### src/csfm_pkg.sv
package csfm_pkg;

  // register byte offsets on the apb bus
  localparam logic [7:0] OSC_CONTROL_OFFSET   = 8'h00;  // oscillator_control
  localparam logic [7:0] CLK_CONFIG_OFFSET    = 8'h04;  // clock_config_high
  localparam logic [7:0] IRQ_FLAG_OFFSET      = 8'h08;  // peripheral_irq_flag_two
  localparam logic [7:0] IRQ_ENABLE_OFFSET    = 8'h0C;  // peripheral_irq_enable_two
  localparam logic [7:0] CLK_STATUS_OFFSET    = 8'h10;  // live switch status

  // oscillator_control field positions
  localparam int IDLE_ENABLE_BIT  = 7;
  localparam int IFS_LSB          = 4;
  localparam int OST_STATUS_BIT   = 3;
  localparam int INT_STABLE_BIT   = 2;
  localparam int SCS_LSB          = 0;
  // clock_config_high field positions
  localparam int TWO_SPEED_BIT    = 7;
  localparam int FAILSAFE_EN_BIT  = 6;
  localparam int PCFG_LSB         = 0;
  // flag and enable bit position
  localparam int OSC_FAIL_BIT     = 7;

  // values after reset
  localparam logic       IDLE_ENABLE_RST = 1'b0;
  localparam logic [2:0] IFS_RST         = 3'h3;
  localparam logic [1:0] SCS_RST         = 2'h0;
  localparam logic       TWO_SPEED_RST   = 1'b0;
  localparam logic       FAILSAFE_EN_RST = 1'b0;
  localparam logic [3:0] PCFG_RST        = 4'h2;

  // primary oscillator configuration codes
  localparam logic [3:0] PCFG_LOW_POWER_XTAL  = 4'h0;
  localparam logic [3:0] PCFG_STANDARD_XTAL   = 4'h1;
  localparam logic [3:0] PCFG_HIGH_SPEED_XTAL = 4'h2;
  localparam logic [3:0] PCFG_EXTERNAL_CLOCK  = 4'h4;
  localparam logic [3:0] PCFG_RC              = 4'h6;
  localparam logic [3:0] PCFG_INTERNAL_OSC    = 4'h8;

  // clock select codes
  localparam logic [1:0] SCS_PRIMARY   = 2'h0;
  localparam logic [1:0] SCS_SECONDARY = 2'h1;

  // counts
  localparam int unsigned OST_CYCLES   = 1024;  // start-up timer oscillations
  localparam int unsigned OLD_EDGES    = 2;     // old clock rises before the hold
  localparam int unsigned NEW_EDGES    = 2;     // new clock rises during the hold
  localparam int unsigned FAILSAFE_MONITOR_DIV     = 64;    // slow osc divide for sample clock
  localparam int unsigned SAMP_W       = $clog2(FAILSAFE_MONITOR_DIV);
  localparam int unsigned POST_W       = 7;     // postscaler counter width

  // synchroniser lanes
  localparam int SY_PRI = 0;
  localparam int SY_SEC = 1;
  localparam int SY_FAST = 2;
  localparam int SY_SLOW = 3;
  localparam int SY_SEC_RDY = 4;
  localparam int SY_INT_STB = 5;
  localparam int SY_W = 6;

  typedef enum logic [1:0] {SRC_PRI, SRC_SEC, SRC_INT} csfm_src_type;
  typedef enum logic [2:0] {SW_IDLE, SW_WAIT_RDY, SW_OLD_EDGE, SW_HOLD, SW_NEW_EDGE,
                            SW_NEW_FALL} csfm_sw_type;

endpackage

### src/csfm_clock_switch.sv
// Implementation choices: the APB register port and the register addresses.
`timescale 1ns/10ps

module csfm_clock_switch #(
  parameter int unsigned OST_COUNT = csfm_pkg::OST_CYCLES
) (
  input  wire logic        pclk,
  input  wire logic        presetn,
  input  wire logic        psel,
  input  wire logic        penable,
  input  wire logic        pwrite,
  input  wire logic [7:0]  paddr,
  input  wire logic [31:0] pwdata,
  output logic      [31:0] prdata,
  output logic             pready,
  output logic             pslverr,
  input  wire logic        prim_osc_in,
  input  wire logic        sec_osc_in,
  input  wire logic        fast_int_osc_in,
  input  wire logic        slow_int_osc_in,
  input  wire logic        sec_osc_ready_in,
  input  wire logic        internal_stable_in,
  input  wire logic        powerup_done_in,
  input  wire logic        sleep_req,
  input  wire logic        wake_req,
  output logic             sys_clk_out,
  output logic             cpu_clk_en_out,
  output logic      [1:0]  clk_src_out,
  output logic             osc_fail_irq_out
);

  // all state of the block in one record
  typedef struct packed {
    logic [csfm_pkg::SY_W-1:0]   sy1;          // first synchroniser stage
    logic [csfm_pkg::SY_W-1:0]   sy2;          // second stage, safe to use
    logic [csfm_pkg::SY_W-1:0]   sy3;          // previous sy2, for edges
    logic                        pready;       // apb ready
    logic                        pslverr;      // apb error
    logic [31:0]                 prdata;       // apb read data
    logic                        idle_en;      // idle_enable
    logic [2:0]                  ifs;          // internal_freq_select
    logic [1:0]                  scs;          // clock_source_select
    logic                        two_spd;      // two_speed_enable
    logic                        fcm_en;       // failsafe_monitor_enable
    logic [3:0]                  pcfg;         // primary_osc_config
    logic                        fail_flag;    // oscillator_fail_flag
    logic                        fail_ie;      // oscillator_fail_irq_enable
    logic                        ost_run;      // start-up timer counting
    logic                        ost_done;     // start-up timer expired
    logic [10:0]                 ost_cnt;      // oscillations counted
    csfm_pkg::csfm_src_type      cur_src;      // source feeding the clock tree
    csfm_pkg::csfm_src_type      new_src;      // source being switched in
    csfm_pkg::csfm_sw_type       sw;           // switch sequencer state
    logic [1:0]                  edge_cnt;     // edges seen in a switch step
    logic                        hold;         // system clock held low
    logic [csfm_pkg::POST_W-1:0] post_cnt;     // fast osc postscaler
    logic [csfm_pkg::SAMP_W-1:0] samp_cnt;     // slow osc divider
    logic                        fs_latch;     // fail detector latch
    logic                        fail_active;  // fail-safe condition
    logic                        fs_clr_pend;  // clear waits for timer
    logic                        sleeping;     // all clocks stopped
    logic                        idling;       // cpu stopped only
    logic                        sys_clk;      // registered clock tree level
    logic                        cpu_en;       // registered cpu enable
    logic                        irq;          // registered interrupt request
  } csfm_state_type;

  csfm_state_type st_reg;
  csfm_state_type st_next;

  // combinational helpers
  logic                   crystal;       // primary is a crystal mode
  logic                   prim_ext;      // primary is an external source
  logic [5:0]             rise;          // rising edges per lane
  logic [5:0]             fall;          // falling edges per lane
  logic                   int_lvl;       // internal clock after postscaler
  logic                   samp_rise;     // sample clock rising
  logic                   samp_fall;     // sample clock falling
  logic                   held_off;      // crystal not yet allowed to run
  logic                   fs_armed;      // monitor allowed to fire
  logic                   fail_det;      // failure seen this cycle
  logic                   wr_en;         // apb write completes
  logic                   rd_phase;      // first access cycle
  logic                   restart;       // start-up timer restart request
  csfm_pkg::csfm_src_type target;        // source the block should run on
  logic [31:0]            rdata;         // decoded read value
  logic                   addr_ok;       // address is mapped

  // level of a source as seen by the clock tree
  function automatic logic src_lvl(input csfm_pkg::csfm_src_type s,
                                   input logic [5:0] sy, input logic il);
    logic v;
    v = il;
    case (s)
      csfm_pkg::SRC_PRI: v = sy[csfm_pkg::SY_PRI];
      csfm_pkg::SRC_SEC: v = sy[csfm_pkg::SY_SEC];
      default:           v = il;
    endcase
    return v;
  endfunction

  // next-state logic for the whole block
  always_comb begin
    st_next  = st_reg;
    crystal  = (st_reg.pcfg == csfm_pkg::PCFG_LOW_POWER_XTAL) ||
               (st_reg.pcfg == csfm_pkg::PCFG_STANDARD_XTAL) ||
               (st_reg.pcfg == csfm_pkg::PCFG_HIGH_SPEED_XTAL);
    prim_ext = (st_reg.pcfg != csfm_pkg::PCFG_INTERNAL_OSC);
    // sources pass two flops before anything looks at them
    st_next.sy1 = {internal_stable_in, sec_osc_ready_in, slow_int_osc_in,
                   fast_int_osc_in, sec_osc_in, prim_osc_in};
    st_next.sy2 = st_reg.sy1;
    st_next.sy3 = st_reg.sy2;
    rise = st_reg.sy2 & ~st_reg.sy3;
    fall = ~st_reg.sy2 & st_reg.sy3;

    // postscaler from the fast osc; zero select picks the slow osc directly
    if (rise[csfm_pkg::SY_FAST]) begin
      st_next.post_cnt = st_reg.post_cnt + 7'h01;
    end
    if (st_reg.ifs == 3'h0) begin
      int_lvl = st_reg.sy2[csfm_pkg::SY_SLOW];
    end else if (st_reg.ifs == 3'h7) begin
      int_lvl = st_reg.sy2[csfm_pkg::SY_FAST];
    end else begin
      // taps change immediately: old and new share one source
      int_lvl = st_reg.post_cnt[3'(3'h6 - st_reg.ifs)];
    end

    // sample clock is the slow osc over 64, taken from the top divider bit
    samp_rise = rise[csfm_pkg::SY_SLOW] && (st_reg.samp_cnt == 6'h1F);
    samp_fall = rise[csfm_pkg::SY_SLOW] && (st_reg.samp_cnt == 6'h3F);
    if (rise[csfm_pkg::SY_SLOW]) begin
      st_next.samp_cnt = st_reg.samp_cnt + 6'h01;
    end

    // fail detector latch: a falling edge of the primary sets it, the sample clock rise clears it
    if (fall[csfm_pkg::SY_PRI]) begin
      st_next.fs_latch = 1'b1;
    end else if (samp_rise) begin
      st_next.fs_latch = 1'b0;
    end
    fs_armed = st_reg.fcm_en && st_reg.ost_done && !st_reg.fail_active &&
               !st_reg.sleeping && prim_ext && (st_reg.scs == csfm_pkg::SCS_PRIMARY) &&
               (st_reg.cur_src == csfm_pkg::SRC_PRI);
    // a whole half-cycle after the clear with no falling edge on the primary
    fail_det = fs_armed && samp_fall && !st_reg.fs_latch && !fall[csfm_pkg::SY_PRI];

    // where the clock tree should end up; two-speed runs internal meanwhile
    if (st_reg.fail_active) begin
      target = csfm_pkg::SRC_INT;
    end else if (st_reg.scs == csfm_pkg::SCS_PRIMARY) begin
      if (crystal && !st_reg.ost_done && st_reg.two_spd) begin
        target = csfm_pkg::SRC_INT;
      end else begin
        target = csfm_pkg::SRC_PRI;
      end
    end else if (st_reg.scs == csfm_pkg::SCS_SECONDARY) begin
      target = csfm_pkg::SRC_SEC;
    end else begin
      target = csfm_pkg::SRC_INT;
    end

    // apb slave: one wait state, data and error set in the first access cycle
    rd_phase = psel && penable && !st_reg.pready;
    wr_en    = psel && penable && st_reg.pready && pwrite;
    addr_ok  = 1'b1;
    rdata    = 32'h0000_0000;
    case (paddr)
      csfm_pkg::OSC_CONTROL_OFFSET: begin
        rdata[csfm_pkg::IDLE_ENABLE_BIT] = st_reg.idle_en;
        rdata[csfm_pkg::IFS_LSB +: 3]    = st_reg.ifs;
        rdata[csfm_pkg::OST_STATUS_BIT]  = (st_reg.cur_src == csfm_pkg::SRC_PRI) &&
                                           (!crystal || st_reg.ost_done) &&
                                           !st_reg.sleeping &&
                                           (st_reg.sw == csfm_pkg::SW_IDLE);
        rdata[csfm_pkg::INT_STABLE_BIT]  = st_reg.sy2[csfm_pkg::SY_INT_STB];
        rdata[csfm_pkg::SCS_LSB +: 2]    = st_reg.scs;
      end
      csfm_pkg::CLK_CONFIG_OFFSET: begin
        rdata[csfm_pkg::TWO_SPEED_BIT]   = st_reg.two_spd;
        rdata[csfm_pkg::FAILSAFE_EN_BIT] = st_reg.fcm_en;
        rdata[csfm_pkg::PCFG_LSB +: 4]   = st_reg.pcfg;
      end
      csfm_pkg::IRQ_FLAG_OFFSET: begin
        rdata[csfm_pkg::OSC_FAIL_BIT] = st_reg.fail_flag;
      end
      csfm_pkg::IRQ_ENABLE_OFFSET: begin
        rdata[csfm_pkg::OSC_FAIL_BIT] = st_reg.fail_ie;
      end
      csfm_pkg::CLK_STATUS_OFFSET: begin
        rdata[1:0] = st_reg.cur_src;
        rdata[2]   = st_reg.fail_active;
        rdata[3]   = (st_reg.sw != csfm_pkg::SW_IDLE);
        rdata[4]   = st_reg.ost_done;
        rdata[5]   = st_reg.sleeping;
        rdata[6]   = st_reg.idling;
      end
      default: begin
        addr_ok = 1'b0;  // unmapped: zero data with an error
      end
    endcase
    st_next.pready = rd_phase;
    if (rd_phase) begin
      st_next.prdata  = rdata;
      st_next.pslverr = !addr_ok;
    end else if (!psel) begin
      st_next.pslverr = 1'b0;
    end

    // register writes
    restart = 1'b0;
    if (wr_en && addr_ok) begin
      case (paddr)
        csfm_pkg::OSC_CONTROL_OFFSET: begin
          st_next.idle_en = pwdata[csfm_pkg::IDLE_ENABLE_BIT];
          st_next.ifs     = pwdata[csfm_pkg::IFS_LSB +: 3];
          st_next.scs     = pwdata[csfm_pkg::SCS_LSB +: 2];
          // toggling the upper select bit starts the fail-safe clear
          if (pwdata[csfm_pkg::SCS_LSB + 1] != st_reg.scs[1]) begin
            restart = 1'b1;
          end
        end
        csfm_pkg::CLK_CONFIG_OFFSET: begin
          st_next.two_spd = pwdata[csfm_pkg::TWO_SPEED_BIT];
          st_next.fcm_en  = pwdata[csfm_pkg::FAILSAFE_EN_BIT];
          st_next.pcfg    = pwdata[csfm_pkg::PCFG_LSB +: 4];
        end
        csfm_pkg::IRQ_FLAG_OFFSET: begin
          // writing zero clears, even while the condition still stands
          if (!pwdata[csfm_pkg::OSC_FAIL_BIT]) begin
            st_next.fail_flag = 1'b0;
          end
        end
        csfm_pkg::IRQ_ENABLE_OFFSET: begin
          st_next.fail_ie = pwdata[csfm_pkg::OSC_FAIL_BIT];
        end
        default: begin
          // status register is read-only
        end
      endcase
    end

    // start-up timer; clock and rc modes finish at once
    if (restart) begin
      st_next.ost_run     = 1'b1;
      st_next.ost_done    = 1'b0;
      st_next.ost_cnt     = 11'h000;
      st_next.fs_clr_pend = st_reg.fail_active;
    end else if (st_reg.ost_run && powerup_done_in && !st_reg.sleeping) begin
      if (!crystal) begin
        st_next.ost_run  = 1'b0;
        st_next.ost_done = 1'b1;
      end else if (rise[csfm_pkg::SY_PRI]) begin
        if (st_reg.ost_cnt == 11'(OST_COUNT - 1)) begin
          st_next.ost_run  = 1'b0;
          st_next.ost_done = 1'b1;
        end else begin
          st_next.ost_cnt = st_reg.ost_cnt + 11'h001;
        end
      end
    end
    // timer expiry ends the fail-safe condition, back to external
    if (st_reg.fs_clr_pend && st_reg.ost_done && !restart) begin
      st_next.fail_active = 1'b0;
      st_next.fs_clr_pend = 1'b0;
    end

    // glitch-free switch sequencer
    case (st_reg.sw)
      csfm_pkg::SW_IDLE: begin
        if ((target != st_reg.cur_src) && !st_reg.sleeping) begin
          st_next.new_src = target;
          st_next.sw      = csfm_pkg::SW_WAIT_RDY;
        end
      end
      csfm_pkg::SW_WAIT_RDY: begin
        if (target == st_reg.cur_src) begin
          st_next.sw = csfm_pkg::SW_IDLE;
        end else if (target != st_reg.new_src) begin
          st_next.new_src = target;
        end else if ((st_reg.new_src == csfm_pkg::SRC_PRI &&
                      (!crystal || st_reg.ost_done)) ||
                     (st_reg.new_src == csfm_pkg::SRC_SEC &&
                      st_reg.sy2[csfm_pkg::SY_SEC_RDY]) ||
                     (st_reg.new_src == csfm_pkg::SRC_INT &&
                      (st_reg.sy2[csfm_pkg::SY_INT_STB] || st_reg.ifs == 3'h0))) begin
          st_next.sw       = csfm_pkg::SW_OLD_EDGE;
          st_next.edge_cnt = 2'h0;
        end
      end
      csfm_pkg::SW_OLD_EDGE: begin
        if (src_lvl(st_reg.cur_src, rise, 1'b0) ||
            (st_reg.cur_src == csfm_pkg::SRC_INT && int_lvl && !st_reg.sys_clk)) begin
          if (st_reg.edge_cnt == 2'(csfm_pkg::OLD_EDGES - 1)) begin
            st_next.sw = csfm_pkg::SW_HOLD;
          end else begin
            st_next.edge_cnt = st_reg.edge_cnt + 2'h1;
          end
        end
      end
      csfm_pkg::SW_HOLD: begin
        if (!src_lvl(st_reg.cur_src, st_reg.sy2, int_lvl) && st_reg.sys_clk) begin
          st_next.hold     = 1'b1;
          st_next.edge_cnt = 2'h0;
          st_next.sw       = csfm_pkg::SW_NEW_EDGE;
        end
      end
      csfm_pkg::SW_NEW_EDGE: begin
        if (src_lvl(st_reg.new_src, rise, 1'b0) ||
            (st_reg.new_src == csfm_pkg::SRC_INT && rise[csfm_pkg::SY_FAST])) begin
          if (st_reg.edge_cnt == 2'(csfm_pkg::NEW_EDGES - 1)) begin
            st_next.sw = csfm_pkg::SW_NEW_FALL;
          end else begin
            st_next.edge_cnt = st_reg.edge_cnt + 2'h1;
          end
        end
      end
      csfm_pkg::SW_NEW_FALL: begin
        if (!src_lvl(st_reg.new_src, st_reg.sy2, int_lvl)) begin
          st_next.hold    = 1'b0;
          st_next.cur_src = st_reg.new_src;
          st_next.sw      = csfm_pkg::SW_IDLE;
        end
      end
      default: begin
        st_next.sw   = csfm_pkg::SW_IDLE;
        st_next.hold = 1'b0;
      end
    endcase

    // a dead primary cannot give edges: jump straight to internal
    if (fail_det) begin
      st_next.cur_src     = csfm_pkg::SRC_INT;
      st_next.sw          = csfm_pkg::SW_IDLE;
      st_next.hold        = 1'b0;
      st_next.fail_active = 1'b1;
      st_next.fail_flag   = 1'b1;
    end

    // sleep and idle entry, wake-up
    if (sleep_req && !st_reg.sleeping && !st_reg.idling) begin
      if (st_reg.idle_en) begin
        st_next.idling = 1'b1;
      end else begin
        st_next.sleeping = 1'b1;
        st_next.ost_run  = 1'b0;
        st_next.ost_done = 1'b0;
        st_next.sw       = csfm_pkg::SW_IDLE;
        st_next.hold     = 1'b0;
      end
    end else if (wake_req && (st_reg.sleeping || st_reg.idling)) begin
      st_next.idling = 1'b0;
      if (st_reg.sleeping) begin
        // old clocks were stopped, so the new source is taken directly
        st_next.sleeping = 1'b0;
        st_next.ost_run  = 1'b1;
        st_next.ost_cnt  = 11'h000;
        st_next.cur_src  = target;
      end
    end

    // registered outputs; crystal without two-speed waits for the timer
    held_off = (st_reg.cur_src == csfm_pkg::SRC_PRI) && crystal && !st_reg.ost_done;
    st_next.sys_clk = !st_reg.sleeping && !st_reg.hold && !held_off &&
                      src_lvl(st_reg.cur_src, st_reg.sy2, int_lvl);
    st_next.cpu_en  = !st_reg.sleeping && !st_reg.idling && !st_reg.hold && !held_off;
    st_next.irq     = st_reg.fail_flag && st_reg.fail_ie;
  end

  // single state register; reset gives constants only
  always_ff @(posedge pclk or negedge presetn) begin
    if (!presetn) begin
      st_reg             <= '0;
      st_reg.idle_en     <= csfm_pkg::IDLE_ENABLE_RST;
      st_reg.ifs         <= csfm_pkg::IFS_RST;
      st_reg.scs         <= csfm_pkg::SCS_RST;
      st_reg.two_spd     <= csfm_pkg::TWO_SPEED_RST;
      st_reg.fcm_en      <= csfm_pkg::FAILSAFE_EN_RST;
      st_reg.pcfg        <= csfm_pkg::PCFG_RST;
      st_reg.ost_run     <= 1'b1;
      st_reg.cur_src     <= csfm_pkg::SRC_PRI;
      st_reg.new_src     <= csfm_pkg::SRC_PRI;
      st_reg.sw          <= csfm_pkg::SW_IDLE;
    end else begin
      st_reg <= st_next;
    end
  end

  // ports straight from the state register
  assign prdata           = st_reg.prdata;
  assign pready           = st_reg.pready;
  assign pslverr          = st_reg.pslverr;
  assign sys_clk_out      = st_reg.sys_clk;
  assign cpu_clk_en_out   = st_reg.cpu_en;
  assign clk_src_out      = st_reg.cur_src;
  assign osc_fail_irq_out = st_reg.irq;

endmodule

### config.mk
export PLATFORM = sky130hd
export DESIGN_NAME = csfm_clock_switch
export DESIGN_NICKNAME = d
export VERILOG_FILES = /design/src/csfm_pkg.sv /design/src/csfm_clock_switch.sv
export SDC_FILE = /design/constraint.sdc
export NUM_CORES = 1
export LEC_CHECK = 0
export BUFFER_PORTS_ARGS = -buffer_cell sky130_fd_sc_hd__buf_4
export CAP_MARGIN = 20
export CORE_ASPECT_RATIO = 0.9
export CORE_MARGIN = 8
export CORE_UTILIZATION = 44
export DETAILED_ROUTE_END_ITERATION = 8
export GPL_TIMING_DRIVEN = 0
export HOLD_SLACK_MARGIN = 0.06
export PLACE_DENSITY = 0.69
export SYNTH_ARGS = -nofsm -noshare
export SYNTH_HDL_FRONTEND = slang
export SYNTH_SLANG_ARGS = --single-unit
export TNS_END_PERCENT = 30
### constraint.sdc
create_clock -name pclk -period 3.2 [get_ports pclk]
set_input_delay 0 -clock pclk [delete_from_list [all_inputs] [get_ports pclk]]
set_output_delay 0 -clock pclk [all_outputs]
set_load 0.01 [all_outputs]
### Word level (Yosys, flattened, before mapping)

Cells that the tools add are included.
W data, S select, Z words.

* register bits: 84
* bits of input ports: 54

* equal/unequal tests: 38
* $lt $le $gt $ge: 1
* reductions and logical operators: 94
* add/sub/neg operators: 5
* bitwise gates (word level): 4
* muxes and demuxes: 83

Operator list (number)
* $mux W13: 6
* $logic_and A1 B1 Y1: 45
* $mux W2: 18
* $mux W1: 31
* $mux W5: 5
* $mux W11: 2
* $mux W3: 7
* $ne A2 B2 Y1 const B: 9
* $pmux W3 S6: 1
* $eq A8 B4 Y1 const B: 2
* $logic_not A1 Y1: 14
* $reduce_bool A2 Y1: 7
* $pmux W4 S3: 1
* $add A11 B1 Y11 const B: 1
* $eq A11 B10 Y1 const B: 1
* $reduce_and A2 Y1: 5
* $eq A3 B3 Y1 const B: 3
* $logic_or A1 B1 Y1: 9
* $eq A2 B1 Y1 const B: 4
* $eq A8 B3 Y1 const B: 1
* $eq A8 B5 Y1 const B: 1
* $logic_not A8 Y1: 1
* $pmux W1 S2: 4
* $pmux W2 S2: 2
* other kinds (36): 45

### Longest topological paths before layout

Gate-level depths: netlist of run 1.

* depth in word-level cells: 15
* gate-level depth with buffers: 9
* depth with buffers taken out: 9

### Least setup slack after synthesis of run 1

No wires, ideal clock.

* path kind: register to register
* from: register st_reg[54] (netlist bit)
* to: register st_reg[23] (netlist bit)
* cell stages (with the launch flop): 10
* clock period less this slack: 2727 ps
* data required time: 3081 ps
* slack: 473 ps
* arrival time: 2608 ps
* cells stage by stage: dfstp_2 > inv_1 > ha_1 > mux4_2 > o21bai_1 > o221ai_1 > nand2_1 > a211o_1 > a211o_1 > o21a_1

* longest elaborated chain between the ends: 11
* elaborated cells on any way between the ends: 21
* classes of those cells: 1 x add/sub; 4 x eq/ne; 6 x mux; 10 x reduce/logical

Ends and longest elaborated chain
* start, declared: RTL line csfm_clock_switch.sv:68 `csfm_state_type st_reg;`
* start signal, assigned: RTL line csfm_clock_switch.sv:386 `st_reg <= st_next;`
* $sub A3 B3 Y3: RTL line csfm_clock_switch.sv:127 `int_lvl = st_reg.post_cnt[3'(3'h6 - st_reg.ifs)];`
* $bmux W1 S3: RTL line csfm_clock_switch.sv:127
* $mux W1 (not written as such): RTL line csfm_clock_switch.sv:127
* $mux W1: RTL line csfm_clock_switch.sv:123 `end else if (st_reg.ifs == 3'h7) begin`
* $mux W1: RTL line csfm_clock_switch.sv:121 `if (st_reg.ifs == 3'h0) begin`
* $pmux W1 S2: RTL line csfm_clock_switch.sv:94 `case (s)`
* $mux W1: RTL line csfm_clock_switch.sv:270 `case (st_reg.sw)`
* $logic_not A1 Y1: RTL line csfm_clock_switch.sv:303 `if (!src_lvl(st_reg.cur_src, st_reg.sy2, int_lvl) && st_reg.sys_clk) begin`
* $logic_and A1 B1 Y1: RTL line csfm_clock_switch.sv:303
* $ne A2 B2 Y1 (no line)
* $reduce_and A7 Y1 (no line) *

Every way passes the cells marked *; elsewhere a longest branch is shown, timed or not. The select of a mux whose other input is x is not followed.
A chain may end at the register's enable or synchronous reset.

### Worst setup path in the final report of run 1

Same ends and word-level chain as after synthesis.

==> flow_metrics.env, run 1 <==
export IMPL_endpoint_kind="flip-flop"
export IMPL_ant_nets=0
export IMPL_synth_edf_count=0
export IMPL_die_h_um=110
export IMPL_ys_types=63
export IMPL_vias_per_cell=5.10
export IMPL_pre_cts_ws_ps=192
export IMPL_setup_viol=0
export IMPL_area_growth_pct=23.0
export IMPL_ctsResizeCount=0
export IMPL_insertion_delay_ps=350
export IMPL_finalCritPeriodShare_pct=94.2
export IMPL_ys_seq_elements=84
export IMPL_r2r_end="st_reg[23]$_DFFE_PN0P_"
export IMPL_dieArea_sq_um=13300
export IMPL_synth_main_ff_cell="dfrtp_1"
export IMPL_syn_area_sq_um=4350
export IMPL_grt_most_used_layer="met2"
export IMPL_slew_headroom_pct=38.9
export IMPL_first_global_vias=3315
export IMPL_start_util_pct=45.1
export IMPL_finalCriticalPeriod_ps=3010
export IMPL_peakVddDrop_uv=382
export IMPL_dpl_hpwl_um=7030
export IMPL_setup_tns_ps=0
export IMPL_drt_pass1_iter_count=4
export IMPL_gp_congestion=0.845
export IMPL_finalNetCount=589
export IMPL_clk_pin_slew_ps=80
export IMPL_cts_buffers=9
export IMPL_fp_dieW_um=121
export IMPL_synth_common_cells="80 x dfrtp_1, 44 x nand2_1, 36 x nor2_1"
export IMPL_antenna_found_initial=0
export IMPL_slowest_delay_ps=630
export IMPL_yosys_warnings=0
export IMPL_cts_hold_buf=21
export IMPL_timing_final_max_slew_violations=0
export IMPL_routed_wl_um=9440
export IMPL_use_met3_pct=4.89
export IMPL_power_density_nw_per_um2=496
export IMPL_ff2ff_path_depth=9
export IMPL_io_buffer_count=42
export IMPL_tritoncts="done"
export IMPL_syn_area_per_cell_sq_um=10.1
export IMPL_grt_usage_pct=14.9
export IMPL_cp_required_ps=3440
export IMPL_crit_fanout=8
export IMPL_vias=3366
export IMPL_status="finished clean"
export IMPL_path_delay_family="compound AO/OA/AOI/OAI gates"
export IMPL_whs_ps=65.7
export IMPL_layout_drive_gt1_share_pct=23.2
export IMPL_grt_pass1_wl_um=16000
export IMPL_startpoint_type="flip-flop"
export IMPL_syn_inst=430
export IMPL_core_region_area_sq_um=9660
export IMPL_drcViolationCount=0
export IMPL_maxCapViolCount=0
export IMPL_synthTopCellsByArea="dfrtp_1 46%, buf_4 5.9%, mux2_2 3.9%, nand2_1 3.8%, nor2_1 3.1%"
export IMPL_r2r_start="st_reg[54]$_DFFE_PN1P_"
export IMPL_crit_top_cell="a211o_1"
export IMPL_drtIter0Drc=158
export IMPL_cp_slowest_cell="dfstp_2"
export IMPL_crit_arrival_ps=3260
export IMPL_cellLeakagePower_uw=0.00253
export IMPL_yosysMostFrequentCell="dfrtp_1"
export IMPL_cts_path_max_buffers=2
export IMPL_rrSetupSlack_ps=190
export IMPL_max_freq_mhz=332
export IMPL_path_buf_inv=1
export IMPL_largest_register_ffs=57
export IMPL_cts_sinks=84
export IMPL_rows=34
export IMPL_crit_type="flip-flop to flip-flop"
export IMPL_h_tree_depth=3
export IMPL_post_cts_setup_buffers=0
export IMPL_grt_overflow=0
export IMPL_grt_max_degree=85
export IMPL_cp_cell_sequence="inv_1, ha_1, mux4_2, o21bai_1, o221ai_1, nand2_1, a211o_1, a211o_1, o21a_1"
export IMPL_tightest_slew_ps=909
export IMPL_hold_viol_final=0
export IMPL_finalWorstSetupSlack_ps=187
export IMPL_fin_skew_ps=9.53
export IMPL_synth_seq_area_share_pct=48.4
export IMPL_use_met1_pct=18.9
export IMPL_whs_endpoint="pslverr$_DFFE_PN0P_"
export IMPL_grtUsageMet2_pct=23.7
export IMPL_hold_path_class="input port to flip-flop"
export IMPL_root_buffer="clkbuf_8"
export IMPL_worstHoldPathCells=3
export IMPL_synth_top_area_cell="dfrtp_1"
export IMPL_async_flop_share_pct=100
export IMPL_rsz0062_at_grt="no"
export IMPL_routedWlPerCell_um=14.3
export IMPL_io_pins=93
export IMPL_synth_top_area_share_pct=46.0
export IMPL_n_antenna_cell=0
export IMPL_path_depth=9
export IMPL_worstHoldStart="paddr[1]"
## how the worst max path moves through the flow
stage	startpoint	to	slack [ps]
after floorplan	st_reg[54]$_DFFE_PN1P_	st_reg[23]$_DFFE_PN0P_	470
after global placement	st_reg[54]$_DFFE_PN1P_	st_reg[23]$_DFFE_PN0P_	220
after detailed placement	st_reg[54]$_DFFE_PN1P_	st_reg[23]$_DFFE_PN0P_	190
after CTS	st_reg[54]$_DFFE_PN1P_	st_reg[23]$_DFFE_PN0P_	170
after global routing	st_reg[54]$_DFFE_PN1P_	st_reg[23]$_DFFE_PN0P_	10
final	st_reg[54]$_DFFE_PN1P_	st_reg[23]$_DFFE_PN0P_	190
## power by group
group	leakage, uW	switching, uW	internal, uW	total (uW)
clock network	0.000101	370	383	753
logic	0.00135	304	287	590
registers	0.00108	129	1190	1310
## cell families (layout without fill, tap and decap cells)
logic type | after synthesis | after routing | synth area share (%)
compound gates | 78 | 78 | 12.5
xor+xnor | 19 | 19 | 3.82
fa+ha+maj | 6 | 6 | 1.72
buf+inv | 61 | 142 | 8.22
flops | 84 | 84 | 48.4
mux | 23 | 23 | 6.29
other cells | 1 | 24 | 0.0861
simple gates | 158 | 158 | 18.9
## metal layers
layer,routed length [um],up-vias
met5,0,-
met4,97,0
met3,791,8
met2,4270,99
met1,4280,1601
li1,-,1658
## cell usage in the layout, fill, tap and decap left out, types with 9 or more instances in the layout
cell type / instances
dfrtp_1: 80
buf_4: 76
mux2_2: 15
nand2_1: 44
nor2_1: 36
xnor2_1: 9
xor2_1: 10
clkbuf_1: 13
nand3_1: 15
inv_1: 15
conb_1: 24
dlygate4sd3_1: 22
a21oi_1: 10
o21ai_0: 15
clkbuf_8: 10
## per-stage QoR
step	total power (uW)	std cells	cell area, sq um	utilization, %
2_1_floorplan	1710	453	4440	-
3_3_place_gp	1880	621	4910	50.9
3_5_place_dp	1900	621	4910	50.9
4_1_cts	2670	658	5320	55.1
5_1_grt	2820	660	5350	55.4
6_report	2660	660	5350	55.4
## worst register-to-register path, delay by kind of cell (launching register included)
| kind | cells | cell delay, ps |
|---|---|---|
| AOI/OAI and AO/OA | 5 | 1200 |
| DFF | 1 | 630 |
| muxes | 1 | 500 |
| adders and majority gates | 1 | 340 |
| and+or+nand+nor | 1 | 180 |
| buffers and inverters | 1 | 70 |
## area by class of cell
cell class	count	area [sq um]
Fill cell	860	4300
Sequential cell	84	2110
Multi-Input combinational cell	308	1970
Timing Repair Buffer	65	563
Buffer	46	302
Tap cell	126	158
Clock buffer	12	145
Inverter	15	56.3
Clock inverter	4	48.8
Power figures use the tool's default switching activity.
==> run 2, diff against run 1 <==
--- a/config.mk
+++ b/config.mk
@@ -10,6 +10,7 @@
 export CORE_ASPECT_RATIO = 0.9
 export CORE_MARGIN = 8
 export CORE_UTILIZATION = 44
+export CTS_BUF_LIST = sky130_fd_sc_hd__clkbuf_8
 export DETAILED_ROUTE_END_ITERATION = 8
 export GPL_TIMING_DRIVEN = 0
 export HOLD_SLACK_MARGIN = 0.06
==> flow_metrics.env, run 2 (synthesis gave the netlist of run 1 again) <==
export IMPL_drt_pass1_iter_count=4
export IMPL_insertion_delay_ps=350
export IMPL_peakVddDrop_uv=382
export IMPL_tightest_slew_ps=909
export IMPL_num_fill_cells=860
export IMPL_area_growth_pct=23.0
export IMPL_largest_register_ffs=57
export IMPL_cts_path_max_buffers=2
export IMPL_dpl_hpwl_um=7030
export IMPL_ant_nets=0
export IMPL_multi_input_comb_area_sq_um=1970
export IMPL_layout_area_seq_sq_um=2110
export IMPL_final_common_cell="dfrtp_1"
export IMPL_core_region_area_sq_um=9660
export IMPL_status="finished clean"
export IMPL_crit_fanout=8
export IMPL_grt_max_degree=85
export IMPL_final_area_sq_um=5350
export IMPL_routedWlPerCell_um=14.3
export IMPL_fin_skew_ps=9.62
export IMPL_start_util_pct=45.1
export IMPL_finalCritPeriodShare_pct=94.1
export IMPL_rsz0062_at_grt="no"
export IMPL_io_pins=93
export IMPL_routed_wl_um=9450
export IMPL_pre_cts_ws_ps=192
export IMPL_h_tree_depth=3
export IMPL_timing_final_max_slew_violations=0
export IMPL_hold_viol_final=0
export IMPL_hold_path_class="input port to flip-flop"
export IMPL_vias=3366
export IMPL_clk_pin_slew_ps=80
export IMPL_finalNetCount=589
export IMPL_final_cell_mix="80 x dfrtp_1, 76 x buf_4, 44 x nand2_1"
export IMPL_dieArea_sq_um=13300
export IMPL_tritoncts="done"
export IMPL_drcViolationCount=0
export IMPL_grt_overflow=0
export IMPL_maxCapViolCount=0
export IMPL_slew_headroom_pct=38.9
export IMPL_crit_arrival_ps=3260
export IMPL_final_cells=660
export IMPL_r2r_start="st_reg[54]$_DFFE_PN1P_"
export IMPL_ctsResizeCount=0
export IMPL_worstHoldStart="paddr[1]"
export IMPL_rrSetupSlack_ps=190
export IMPL_setup_viol=0
export IMPL_cellLeakagePower_uw=0.00254
export IMPL_die_h_um=110
export IMPL_ff2ff_path_depth=9
export IMPL_endpoint_kind="flip-flop"
export IMPL_antenna_found_initial=0
export IMPL_root_buffer="clkbuf_8"
export IMPL_vias_per_cell=5.10
export IMPL_n_antenna_cell=0
export IMPL_whs_ps=65.2
export IMPL_grt_usage_pct=14.9
export IMPL_gp_congestion=0.845
export IMPL_cts_buffers=9
export IMPL_setup_tns_ps=0
export IMPL_dp_cells=621
export IMPL_startpoint_type="flip-flop"
export IMPL_fp_dieW_um=121
export IMPL_layout_drive_gt1_share_pct=23.2
export IMPL_worstHoldPathCells=3
export IMPL_place_area_sq_um=4910
export IMPL_power_density_nw_per_um2=495
export IMPL_cp_required_ps=3440
export IMPL_finalCriticalPeriod_ps=3010
export IMPL_finalWorstSetupSlack_ps=188
export IMPL_crit_type="flip-flop to flip-flop"
export IMPL_first_global_vias=3315
export IMPL_whs_endpoint="pslverr$_DFFE_PN0P_"
export IMPL_grt_pass1_wl_um=16000
export IMPL_cts_sinks=84
export IMPL_max_freq_mhz=332
export IMPL_drtIter0Drc=158
export IMPL_r2r_end="st_reg[23]$_DFFE_PN0P_"
export IMPL_rows=34
export IMPL_io_buffer_count=42
## run 2: cell types whose count changed in the layout (fill, tap and decap cells not counted)
cell and delta:
inv_1 +2, clkbuf_1 -2
## run 2: layout make-up
cell class	instances	area share (%)
Inverter	15	1.05
Buffer	46	5.63
Clock inverter	6	1.05
Clock buffer	10	2.57
Timing Repair Buffer	65	10.5
Multi-Input combinational cell	308	36.9
Tap cell	126	2.94
Sequential cell	84	39.4
## run 2: worst max-delay path: stages, from the launching register on
cell and delay (ps):
dfstp_2 630, inv_1 60, ha_1 340, mux4_2 500
o21bai_1 160, o221ai_1 180, nand2_1 180, a211o_1 350
a211o_1 320, o21a_1 180
## run 2: how the worst max path moves through the flow
stage / from / to
after floorplan: st_reg[54]$_DFFE_PN1P_ / st_reg[23]$_DFFE_PN0P_
after global placement: st_reg[54]$_DFFE_PN1P_ / st_reg[23]$_DFFE_PN0P_
after detailed placement: st_reg[54]$_DFFE_PN1P_ / st_reg[23]$_DFFE_PN0P_
after CTS: st_reg[54]$_DFFE_PN1P_ / st_reg[23]$_DFFE_PN0P_
after global routing: st_reg[54]$_DFFE_PN1P_ / st_reg[23]$_DFFE_PN0P_
final: st_reg[54]$_DFFE_PN1P_ / st_reg[23]$_DFFE_PN0P_
## run 2: what timing repair did
| item | in CTS | in global routing |
|---|---|---|
| setup buffers | 0 | 0 |
| hold buffers | 21 | 1 |
| endpoints found under the hold margin | 107 | 8 |
## run 2: metal layers
| metal | track usage [%] | part of all wire [%] | vias to the layer above |
|---|---|---|---|
| li1 | - | - | 1658 |
| met1 | 18.9 | 45 | 1600 |
| met3 | 4.89 | 8.4 | 8 |
| met2 | 23.7 | 45 | 100 |
| met4 | 4.63 | 1.0 | 0 |
| met5 | 0 | 0 | - |
## run 2: power by group
group          switching (uW)  internal (uW)
sequential                129           1190
clock                     370            377
combinational             304            287
total                     803           1850
## run 2: through the flow
step / utilization [%] / power, uW
after floorplan: - / 1710
after global placement: 50.9 / 1880
after detailed placement: 50.9 / 1900
after CTS: 55.1 / 2670
after global routing: 55.4 / 2810
final: 55.4 / 2650
